## src/adcsc_consts.svh

```systemverilog
// adcsc_consts.svh: named counts, positions and reset values for the
// serial conversion control block.
// assumes: included by bare name wherever a count or position is needed.
`ifndef ADCSC_CONSTS_SVH
`define ADCSC_CONSTS_SVH

// falling-edge counter
`define ADCSC_CNT_W 5
`define ADCSC_CNT_ZERO 5'h00
`define ADCSC_CNT_ONE 5'h01

// conversion length and track-return point per resolution
`define ADCSC_CONV_12 5'h0e
`define ADCSC_TRACK_12 5'h0d
`define ADCSC_CONV_10 5'h0c
`define ADCSC_TRACK_10 5'h0b
`define ADCSC_CONV_8 5'h0a
`define ADCSC_TRACK_8 5'h09

// frame positions
`define ADCSC_LAST_SHIFT 5'h0f
`define ADCSC_FRAME_LEN 5'h10
`define ADCSC_TRAIL_12 5'h0e
`define ADCSC_TRAIL_10 5'h0c
`define ADCSC_TRAIL_8 5'h0a

// lowest result bit kept for the shorter resolutions
`define ADCSC_LSB_10 2
`define ADCSC_LSB_8 4

// power window on the falling-edge count
`define ADCSC_PD_MIN 5'h02
`define ADCSC_PD_MAX 5'h0a

// widths and reset values
`define ADCSC_RES_W 12
`define ADCSC_FRAME_W 16
`define ADCSC_FRAME_MSB 15
`define ADCSC_FRAME_RST 16'h0000
`define ADCSC_LEAD_ZEROS 2'h0
`define ADCSC_TAIL_ZEROS 2'h0
`define ADCSC_PAD2 2'h0
`define ADCSC_PAD4 4'h0
`define ADCSC_CS_IDLE 1'b1
`define ADCSC_SCLK_IDLE 1'b1

`endif

```

## src/adcsc_pkg.sv

```systemverilog
// adcsc_pkg: state and resolution types of the serial conversion control.
// assumes: nothing beyond the consts header for its users.
package adcsc_pkg;

   // gray along idle -> shifting -> released
   typedef enum logic [1:0] {
      ADCSC_IDLE  = 2'h0,
      ADCSC_SHIFT = 2'h1,
      ADCSC_DONE  = 2'h3
   } adcsc_state_t;

   typedef enum logic [1:0] {
      ADCSC_RES12 = 2'h0,
      ADCSC_RES10 = 2'h1,
      ADCSC_RES8  = 2'h2
   } adcsc_res_t;

endpackage

```

## src/adcsc_ctrl.sv

```systemverilog
// adcsc_ctrl: chip-select and serial-clock sequencing of a 12/10/8-bit
// successive-approximation converter: sampling, bit shifting, abort and
// power-down entry and exit.
// assumes: cs_n and sclk arrive from pins; conv_data_i and res_sel_i come
// from logic on clk_i and hold steady while a frame is running.
`timescale 1ns/10ps
`include "adcsc_consts.svh"
module adcsc_ctrl
   import adcsc_pkg::*;
(
   // clock and reset
   input wire logic clk_i,
   input wire logic rst_n_i,
   // host pins
   input wire logic cs_n_i,
   input wire logic sclk_i,
   output logic serial_result_out_o,
   output logic serial_result_oe_o,
   // converter core
   input wire logic [`ADCSC_RES_W-1:0] conv_data_i,
   input wire logic [1:0] res_sel_i,
   output logic sample_o,
   output logic hold_o,
   output logic conv_busy_o,
   output logic powered_o
);
   // synchronised pin events
   logic cs_level_w;
   logic cs_rise_w;
   logic cs_fall_w;
   logic sclk_level_w;
   logic sclk_rise_w;
   logic sclk_fall_w;

   // state
   adcsc_state_t state_reg;
   adcsc_state_t state_next;
   adcsc_res_t res_reg;
   adcsc_res_t res_next;
   logic [`ADCSC_CNT_W-1:0] cnt_reg;
   logic [`ADCSC_CNT_W-1:0] cnt_next;
   logic oe_reg;
   logic oe_next;
   logic hold_reg;
   logic hold_next;
   logic busy_reg;
   logic busy_next;
   logic powered_reg;
   logic powered_next;
   logic sample_reg;

   // decode
   logic active_w;
   logic edge_w;
   logic [`ADCSC_CNT_W-1:0] cnt_inc_w;
   logic [`ADCSC_CNT_W-1:0] conv_len_w;
   logic [`ADCSC_CNT_W-1:0] track_cnt_w;
   logic [`ADCSC_CNT_W-1:0] trail_w;
   logic rise_keep_w;
   logic rise_down_w;
   logic rise_up_w;
   logic conv_end_w;
   logic frame_end_w;
   logic track_back_w;
   logic wake_track_w;
   logic shift_w;
   logic [`ADCSC_RES_W-1:0] masked_w;
   logic [`ADCSC_FRAME_W-1:0] frame_w;
   logic sdo_w;

   adcsc_sync #(
      .INIT(`ADCSC_CS_IDLE)
   ) u_cs_sync (
      .clk_i(clk_i),
      .rst_n_i(rst_n_i),
      .async_i(cs_n_i),
      .level_o(cs_level_w),
      .rise_o(cs_rise_w),
      .fall_o(cs_fall_w)
   );

   adcsc_sync #(
      .INIT(`ADCSC_SCLK_IDLE)
   ) u_sclk_sync (
      .clk_i(clk_i),
      .rst_n_i(rst_n_i),
      .async_i(sclk_i),
      .level_o(sclk_level_w),
      .rise_o(sclk_rise_w),
      .fall_o(sclk_fall_w)
   );

   // a select edge wins over a clock edge in the same cycle
   assign active_w = (state_reg == ADCSC_SHIFT);
   assign edge_w = active_w & sclk_fall_w & ~cs_rise_w & ~cs_fall_w;
   assign cnt_inc_w = cnt_reg + `ADCSC_CNT_ONE;

   assign conv_len_w = (res_reg == ADCSC_RES8) ? `ADCSC_CONV_8 :
                       (res_reg == ADCSC_RES10) ? `ADCSC_CONV_10 :
                       `ADCSC_CONV_12;
   assign track_cnt_w = (res_reg == ADCSC_RES8) ? `ADCSC_TRACK_8 :
                        (res_reg == ADCSC_RES10) ? `ADCSC_TRACK_10 :
                        `ADCSC_TRACK_12;
   assign trail_w = (res_reg == ADCSC_RES8) ? `ADCSC_TRAIL_8 :
                    (res_reg == ADCSC_RES10) ? `ADCSC_TRAIL_10 :
                    `ADCSC_TRAIL_12;

   // power decision on a select rise, by falling-edge count
   assign rise_keep_w = cnt_reg < `ADCSC_PD_MIN;
   assign rise_up_w = cnt_reg >= `ADCSC_PD_MAX;
   assign rise_down_w = ~rise_keep_w & ~rise_up_w;

   assign conv_end_w = edge_w & (cnt_inc_w == conv_len_w);
   assign frame_end_w = edge_w & (cnt_reg == `ADCSC_LAST_SHIFT);
   // rising edge after the last sampling fall puts the hold back to track
   assign track_back_w = active_w & sclk_rise_w & ~cs_rise_w &
                         (cnt_reg >= track_cnt_w);
   // waking from power-down: track on the first clock edge of the frame
   assign wake_track_w = active_w & ~powered_reg & ~cs_rise_w &
                         (sclk_rise_w | sclk_fall_w);
   // nothing shifts on the 16th fall: that edge releases the line and powers the device up
   assign shift_w = edge_w & (cnt_reg < `ADCSC_LAST_SHIFT);

   // result left-justified; unused low bits forced to zero per resolution
   // eight result bits for the 8-bit variant, then four padding zeros
   assign masked_w = (res_sel_i == ADCSC_RES8) ?
                     {conv_data_i[`ADCSC_RES_W-1:`ADCSC_LSB_8],
                      `ADCSC_PAD4} :
                     (res_sel_i == ADCSC_RES10) ?
                     {conv_data_i[`ADCSC_RES_W-1:`ADCSC_LSB_10],
                      `ADCSC_PAD2} :
                     conv_data_i;
   assign frame_w = {`ADCSC_LEAD_ZEROS, masked_w, `ADCSC_TAIL_ZEROS};

   assign cnt_next = cs_fall_w ? `ADCSC_CNT_ZERO :
                     edge_w ? cnt_inc_w : cnt_reg;

   assign state_next = cs_fall_w ? ADCSC_SHIFT :
                       cs_rise_w ? ADCSC_IDLE :
                       frame_end_w ? ADCSC_DONE : state_reg;

   assign res_next = cs_fall_w ? adcsc_res_t'(res_sel_i) : res_reg;

   // any select rise floats the line: abort, or end of a short frame
   assign oe_next = cs_fall_w ? 1'b1 :
                    cs_rise_w ? 1'b0 :
                    frame_end_w ? 1'b0 : oe_reg;

   // on power-down entry the hold stays held
   assign hold_next = cs_fall_w ? 1'b1 :
                      (cs_rise_w & active_w) ?
                      (rise_down_w | (~powered_reg & ~rise_up_w)) :
                      (track_back_w | wake_track_w) ? 1'b0 : hold_reg;

   assign busy_next = cs_fall_w ? 1'b1 :
                      cs_rise_w ? 1'b0 :
                      conv_end_w ? 1'b0 : busy_reg;

   assign powered_next = (cs_rise_w & active_w) ?
                         (rise_up_w | (rise_keep_w & powered_reg)) :
                         (edge_w & (cnt_inc_w == `ADCSC_FRAME_LEN)) ? 1'b1 :
                         powered_reg;

   adcsc_shifter u_shifter (
      .clk_i(clk_i),
      .rst_n_i(rst_n_i),
      .load_i(cs_fall_w),
      .shift_i(shift_w),
      .frame_i(frame_w),
      .bit_o(sdo_w)
   );

   always_ff @(posedge clk_i) begin
      if (!rst_n_i) begin
         state_reg <= ADCSC_IDLE;
         res_reg <= ADCSC_RES12;
         cnt_reg <= `ADCSC_CNT_ZERO;
         oe_reg <= 1'b0;
         hold_reg <= 1'b0;
         busy_reg <= 1'b0;
         powered_reg <= 1'b1;
         sample_reg <= 1'b0;
      end else begin
         state_reg <= state_next;
         res_reg <= res_next;
         cnt_reg <= cnt_next;
         oe_reg <= oe_next;
         hold_reg <= hold_next;
         busy_reg <= busy_next;
         powered_reg <= powered_next;
         sample_reg <= cs_fall_w;
      end
   end

   assign serial_result_out_o = sdo_w;
   assign serial_result_oe_o = oe_reg;
   assign sample_o = sample_reg;
   assign hold_o = hold_reg;
   assign conv_busy_o = busy_reg;
   assign powered_o = powered_reg;
endmodule

```

## src/adcsc_shifter.sv

```systemverilog
// adcsc_shifter: 16-position output frame, msb first.
// assumes: load and shift come from the controller on the same clock.
`timescale 1ns/10ps
`include "adcsc_consts.svh"
module adcsc_shifter (
   // clock and reset
   input wire logic clk_i,
   input wire logic rst_n_i,
   // control
   input wire logic load_i,
   input wire logic shift_i,
   input wire logic [`ADCSC_FRAME_W-1:0] frame_i,
   // serial bit, straight from the frame register
   output logic bit_o
);
   logic [`ADCSC_FRAME_W-1:0] frame_reg;
   logic [`ADCSC_FRAME_W-1:0] frame_next;

   // zeros enter from the bottom so trailing positions read low
   assign frame_next = load_i ? frame_i :
                       shift_i ? {frame_reg[`ADCSC_FRAME_W-2:0], 1'b0} :
                       frame_reg;
   assign bit_o = frame_reg[`ADCSC_FRAME_MSB];

   always_ff @(posedge clk_i) begin
      if (!rst_n_i) begin
         frame_reg <= `ADCSC_FRAME_RST;
      end else begin
         frame_reg <= frame_next;
      end
   end
endmodule

```

## src/adcsc_sync.sv

```systemverilog
// adcsc_sync: three-flop synchroniser for a pin, with agreement filter
// and one-cycle edge pulses.
// assumes: async_i is outside the clk_i domain; INIT is the pin idle level.
`timescale 1ns/10ps
module adcsc_sync #(
   parameter logic INIT = 1'b1
) (
   // clock and reset
   input wire logic clk_i,
   input wire logic rst_n_i,
   // pin side
   input wire logic async_i,
   // filtered level and edges
   output logic level_o,
   output logic rise_o,
   output logic fall_o
);
   logic ff1_reg;
   logic ff2_reg;
   logic ff3_reg;
   logic agree_w;

   // ff1 is read by ff2 only; the filter looks at ff2 and ff3
   assign agree_w = (ff2_reg == ff3_reg);

   always_ff @(posedge clk_i) begin
      if (!rst_n_i) begin
         ff1_reg <= INIT;
         ff2_reg <= INIT;
         ff3_reg <= INIT;
         level_o <= INIT;
         rise_o <= 1'b0;
         fall_o <= 1'b0;
      end else begin
         ff1_reg <= async_i;
         ff2_reg <= ff1_reg;
         ff3_reg <= ff2_reg;
         if (agree_w) begin
            level_o <= ff3_reg;
         end
         rise_o <= agree_w & ff3_reg & ~level_o;
         fall_o <= agree_w & ~ff3_reg & level_o;
      end
   end
endmodule

```

## config.mk

```make
export PLATFORM = sky130hd
export DESIGN_NAME = adcsc_ctrl
export DESIGN_NICKNAME = d
export VERILOG_FILES = /design/src/adcsc_pkg.sv /design/src/adcsc_ctrl.sv /design/src/adcsc_shifter.sv /design/src/adcsc_sync.sv
export VERILOG_INCLUDE_DIRS = /design/src /design/src/src
export SDC_FILE = /design/constraint.sdc
export NUM_CORES = 1
export LEC_CHECK = 0
export ABC_AREA = 1
export BUFFER_PORTS_ARGS = -buffer_cell sky130_fd_sc_hd__clkbuf_2
export CAP_MARGIN = 15
export CORE_AREA = 2 2 62 64
export DETAILED_ROUTE_END_ITERATION = 16
export DIE_AREA = 0 0 64 66
export GPL_ROUTABILITY_DRIVEN = 0
export MAX_ROUTING_LAYER = met4
export PLACE_DENSITY = 0.74
export SLEW_MARGIN = 20
export SYNTH_ARGS = -nofsm -noshare
export SYNTH_HDL_FRONTEND = slang
export SYNTH_SLANG_ARGS = --single-unit
```

## constraint.sdc

```tcl
create_clock -name clk_i -period 1.84 [get_ports clk_i]
set_input_delay 0.276 -clock clk_i [delete_from_list [all_inputs] [get_ports clk_i]]
set_output_delay 0.276 -clock clk_i [all_outputs]
set_load 0.01 [all_outputs]
```

* Yosys cells after proc, flatten, opt, wreduce, memory -nomap -nowiden
Cells that the tools add are included.
** Word-level totals
- Register bits :: 40
- Input port bits :: 18
- Output and inout bits :: 6
** Cells by class
- $add $sub $neg :: 1
- $lt $le $gt $ge :: 4
- Eq/ne operators :: 10
- Mux-type cells :: 22
- Bitwise operators :: 39
- Reductions and logical operators :: 7
** Operator list (number)
- two-way mux 14 bit :: 2
- bitwise AND 1 bit :: 25
- two-way mux 1 bit :: 14
- inverter 1 bit :: 10
- two-way mux 3 bit :: 3
- nonzero test 3 bit :: 3
- == test 2 x 1 -> 1 bit, second input constant :: 3
- adder 5 x 1 -> 5 bit, second input constant :: 1
- == test 5 x 4 -> 1 bit :: 1
- == test 5 x 4 -> 1 bit, second input constant :: 1
- == test 5 bit, second input constant :: 1
- greater-or-equal comparator 5 x 4 -> 1 bit :: 1
- greater-or-equal comparator 5 x 4 -> 1 bit, second input constant :: 1
- < comparator 5 x 2 -> 1 bit, second input constant :: 1
- < comparator 5 x 4 -> 1 bit, second input constant :: 1
- == test 2 bit, second input constant :: 2
- two-way mux 2 bit :: 2
- two-way mux 4 bit :: 1
- OR 1 bit :: 4
- nonzero test 2 bit :: 2
- OR reduction 3 bit :: 1
- == test 1 bit :: 2
- OR reduction 2 bit :: 1

* Longest topological paths before layout
- Depth after elaboration :: 9
- Depth in mapped cells :: 11
- Mapped depth without buffers :: 11

* Modules after synthesis
From an unflattened synthesis, not the netlist that was laid out.
** Second synthesis, totals
- Cells, all modules :: 301
- Area total of the unflattened synthesis :: 2129.5 sq um
** Modules (own cells, without submodules)
- adcsc_ctrl :: instances 1, cells each 132, area an instance 917.1 sq um
- adcsc_shifter :: instances 1, cells each 121, area an instance 799.5 sq um
- adcsc_sync :: instances 2, cells each 24, area an instance 206.4 sq um

* Worst setup path after synthesis
No wires, ideal clock.
- Path kind :: register to register
- Start :: register cnt_reg[0]
- End :: register powered_reg (netlist: powered_o)
- Arrival :: 1.434 ns
- Path slack :: 0.282 ns
- Stages on the path, launching flop included :: 9
- Clock period less this slack :: 1.558 ns
- Cells stage by stage :: dfxtp_1 ha_1 nand2_1 nor2_1 ha_1 nor3_1 nand2_1 nand3_1 nand3_1
** Between the ends
- Word-level cells in the longest chain between the ends :: 4
- Elaborated cells between the ends (all ways) :: 9
- Those cells by class :: add/sub (1); order compare (2); eq/ne (1); mux (1); bitwise (3); reduce/logical (1)
** RTL lines
- start: declaration :: line adcsc_ctrl.sv:40 : logic [`ADCSC_CNT_W-1:0] cnt_reg;
- start signal: assignment :: line adcsc_ctrl.sv:177 : cnt_reg <= `ADCSC_CNT_ZERO;
- start signal: assignment :: line adcsc_ctrl.sv:186 : cnt_reg <= cnt_next;
- adder 5 x 1 -> 5 bit (no source line) / < comparator 5 x 2 -> 1 bit (equally long branches)
- == test 5 bit (no source line) / bitwise AND 1 bit (equally long branches)
- bitwise AND 1 bit / OR 1 bit (equally long branches) :: line adcsc_ctrl.sv:161, adcsc_ctrl.sv:160
- nonzero test 2 bit (no source line) / two-way mux 1 bit (equally long branches)
- end signal: assignment :: line adcsc_ctrl.sv:190 : powered_reg <= powered_next;
- end: declaration :: line adcsc_ctrl.sv:48 : logic powered_reg;
Parallel ways exist; a longest one is shown, timed or not.
A chain may end at the register's enable or synchronous reset.

* Worst setup path in the final report
- Start :: register cnt_reg[1]
- End :: register powered_reg (netlist: powered_o)
The elaborated chain is that of the path after synthesis.

==> run metrics <==
status=complete, no violations; Leak=0.00101 uW; slowest CP cell=dfxtp_2; Multi-input gate area=941 um^2; length of the first detailed-routing pass in iterations=4; DR vias/cell=4.84; pwr dens=736 nW/um^2; initial antenna violation count=0; DRC viols=0; Pins Over Slew Limit=0; htree depth=2; Yosys warnings=0; CTS tree=done; worst hold path type=input port to flip-flop; first-pass GRT wire length=6220 um; Hold Vio Cnt, Final=0; syn avg cell area=7.30 um^2; crit end category=flip-flop; Worst-path clk slew=0.12 ns; post-DR wirelength/cell=10.7 um; DRT iter0 DRCs=81; root buffer cell=clkbuf_4; Clock Tree Buf Depth=2; dpl cell area=2060 um^2; clock latency on the worst-skew pair=0.36 ns; Top Ports=24; post-DP HPWL=2580 um; GRT Util Overall=19.3%; CP arrival=1.88 ns; Setup TNS=0 ns; Vias=1623; Syn Nets=288; final period utilization=88.2%; sequential area share after synthesis=42.3%; Sink Count=40; Starting Density=53.3%; max_cap viols=0; largest net degree at the start of global routing=25; Final Net Count=315; post-layout minimum cycle time=1.62 ns; max reg flops=14; # rows=22; Synth Cell Area=1890 um^2; total gr overflow=0; proportion of layout cells with a drive suffix above 1=18.1%; unique cell type count in the Yosys netlist=28; Area growth, synth to finish=14.4%; Die Y=66 um; Final ANT Viol Nets=0; Crit path max-delay family=simple AND/OR/NAND/NOR gates; CTS buffer count=5; crit-path max FO=7; top post-synthesis cells by area=dfxtp_1 42%, nand2_1 15%, ha_1 7.3%; Die ar.=4220 um^2; Core Area=3550 um^2; largest stage delay on the critical path=0.41 ns; Horiz. Die Dim=64 um; Worst Max-Slew Pin Slew=0.341 ns; Port Buffers=23; #FFs+latches synth=40; critical-path cell list=ha_1, nand2_1, nor2_1, ha_1, nor3_2, nand2_1, nand3_1, nand3_1; Post-CTS Setup Inserts=0; maximum VDD drop=510 uV; Worst Path Required=2.10 ns; # fillers=338; Ant. Diodes=0; Slew HR=77.3%; CP startpoint kind=flip-flop; final instance area=2160 um^2; Yosys top cell area share=42.3%; Final Setup Violations=0; Max Clock Skew=0.0115 ns; critical path type=flip-flop to flip-flop; Storage cell area=802 um^2; fmax=616 MHz; vias in the first global route=1463; CP bufs+invs=0; Syn Inst Count=259; CTS resizes=0; Synth area leader=dfxtp_1; CTS Hold Bufs=0; RSZ-0062 raised after global routing=false; final WL=3600 um
[layout make-up]
| cell class | instances | area share, % |
|---|---|---|
| clock buffers | 7 | 3.01 |
| well taps | 48 | 2.78 |
| repair buffers | 28 | 7.06 |
| clock inverters | 1 | 1.39 |
| multi-input cells | 181 | 43.5 |
| inverters | 30 | 5.21 |
| flip-flops and latches | 40 | 37.1 |
[routing by layer]
layer / share of wire [%] / routed length, um / GRT usage [%]
met4: 2.2 / 78 / 7.07
met2: 46 / 1650 / 32.0
met5: 0 / 0 / -
met1: 47 / 1700 / 22.9
met3: 4.6 / 164 / 4.77
[power by group]
group	leakage (uW)	switching (uW)	internal (uW)	total (uW)
combinational	0.000636	32.7	27.5	60.1
clock	0.0000515	291	361	651
sequential	0.000324	5.42	875	881
[Yosys cell counts]
| cell type | n |
|---|---|
| a211oi_1 | 1 |
| a21boi_0 | 1 |
| a21oi_1 | 21 |
| a22oi_1 | 1 |
| buf_1 | 3 |
| buf_2 | 1 |
| buf_4 | 1 |
| buf_6 | 1 |
| clkbuf_1 | 2 |
| dfxtp_1 | 40 |
| ha_1 | 11 |
| inv_1 | 25 |
| inv_2 | 5 |
| nand2_1 | 77 |
| nand2_2 | 2 |
| nand3_1 | 16 |
| nand3_4 | 2 |
| nand3b_1 | 1 |
| nand4_1 | 3 |
| nor2_1 | 22 |
| nor2_8 | 1 |
| nor3_1 | 1 |
| o211ai_1 | 1 |
| o21a_1 | 1 |
| o21ai_0 | 12 |
| o22ai_1 | 2 |
| o31ai_1 | 1 |
| or2_2 | 4 |
[metrics by stage]
stage               power (uW)  hold slack (ns)  instances  util [%]  setup slack (ns)
global route              1660           0.0877        335      60.9            0.0389
detailed placement         961            0.403        327      58.1             0.137
floorplan                  931            0.383        259         -             0.282
CTS                       1600           0.0908        335      60.7            0.0697
finish                    1590           0.0996        335      60.9             0.216
global placement           959            0.394        327      58.1             0.188
[cells by family after synthesis]
kind of cell / after synthesis / synth area share (%)
adders and majority gates: 11 / 7.28
buffers and inverters: 38 / 8.20
AOI/OAI and AO/OA: 41 / 11.8
and+or+nand+nor: 129 / 30.4
DFF: 40 / 42.3
[final timing paths]
kind / slack, ns / cells past startpoint / startpoint / endpoint
max reg2reg: 0.22 / 8 / cnt_reg[1]$_SDFFE_PP0P_ / powered_o$_SDFFE_PN1P_
min reg2reg: 0.43 / 1 / u_cs_sync.ff1_reg$_SDFF_PN1_ / u_cs_sync.ff2_reg$_SDFF_PN1_
max: 0.22 / 8 / cnt_reg[1]$_SDFFE_PP0P_ / powered_o$_SDFFE_PN1P_
min: 0.1 / 2 / sclk_i / u_sclk_sync.ff1_reg$_SDFF_PN1_
[cells in the final DEF (no fill, tap or decap), types with 2 or more instances in the layout]
master / Yosys / final
nand3_1: 16 / 16
clkbuf_2: 0 / 23
clkbuf_4: 0 / 5
inv_2: 5 / 5
or2_2: 4 / 4
o21ai_0: 12 / 12
clkbuf_8: 0 / 2
nand4_1: 3 / 3
inv_1: 25 / 25
buf_4: 1 / 5
nand3_4: 2 / 2
a21oi_1: 21 / 21
nand2_1: 77 / 77
ha_1: 11 / 11
nor2_1: 22 / 22
dfxtp_1: 40 / 39
nand2_2: 2 / 2
o22ai_1: 2 / 2
(Power assumes the default switching activity.)
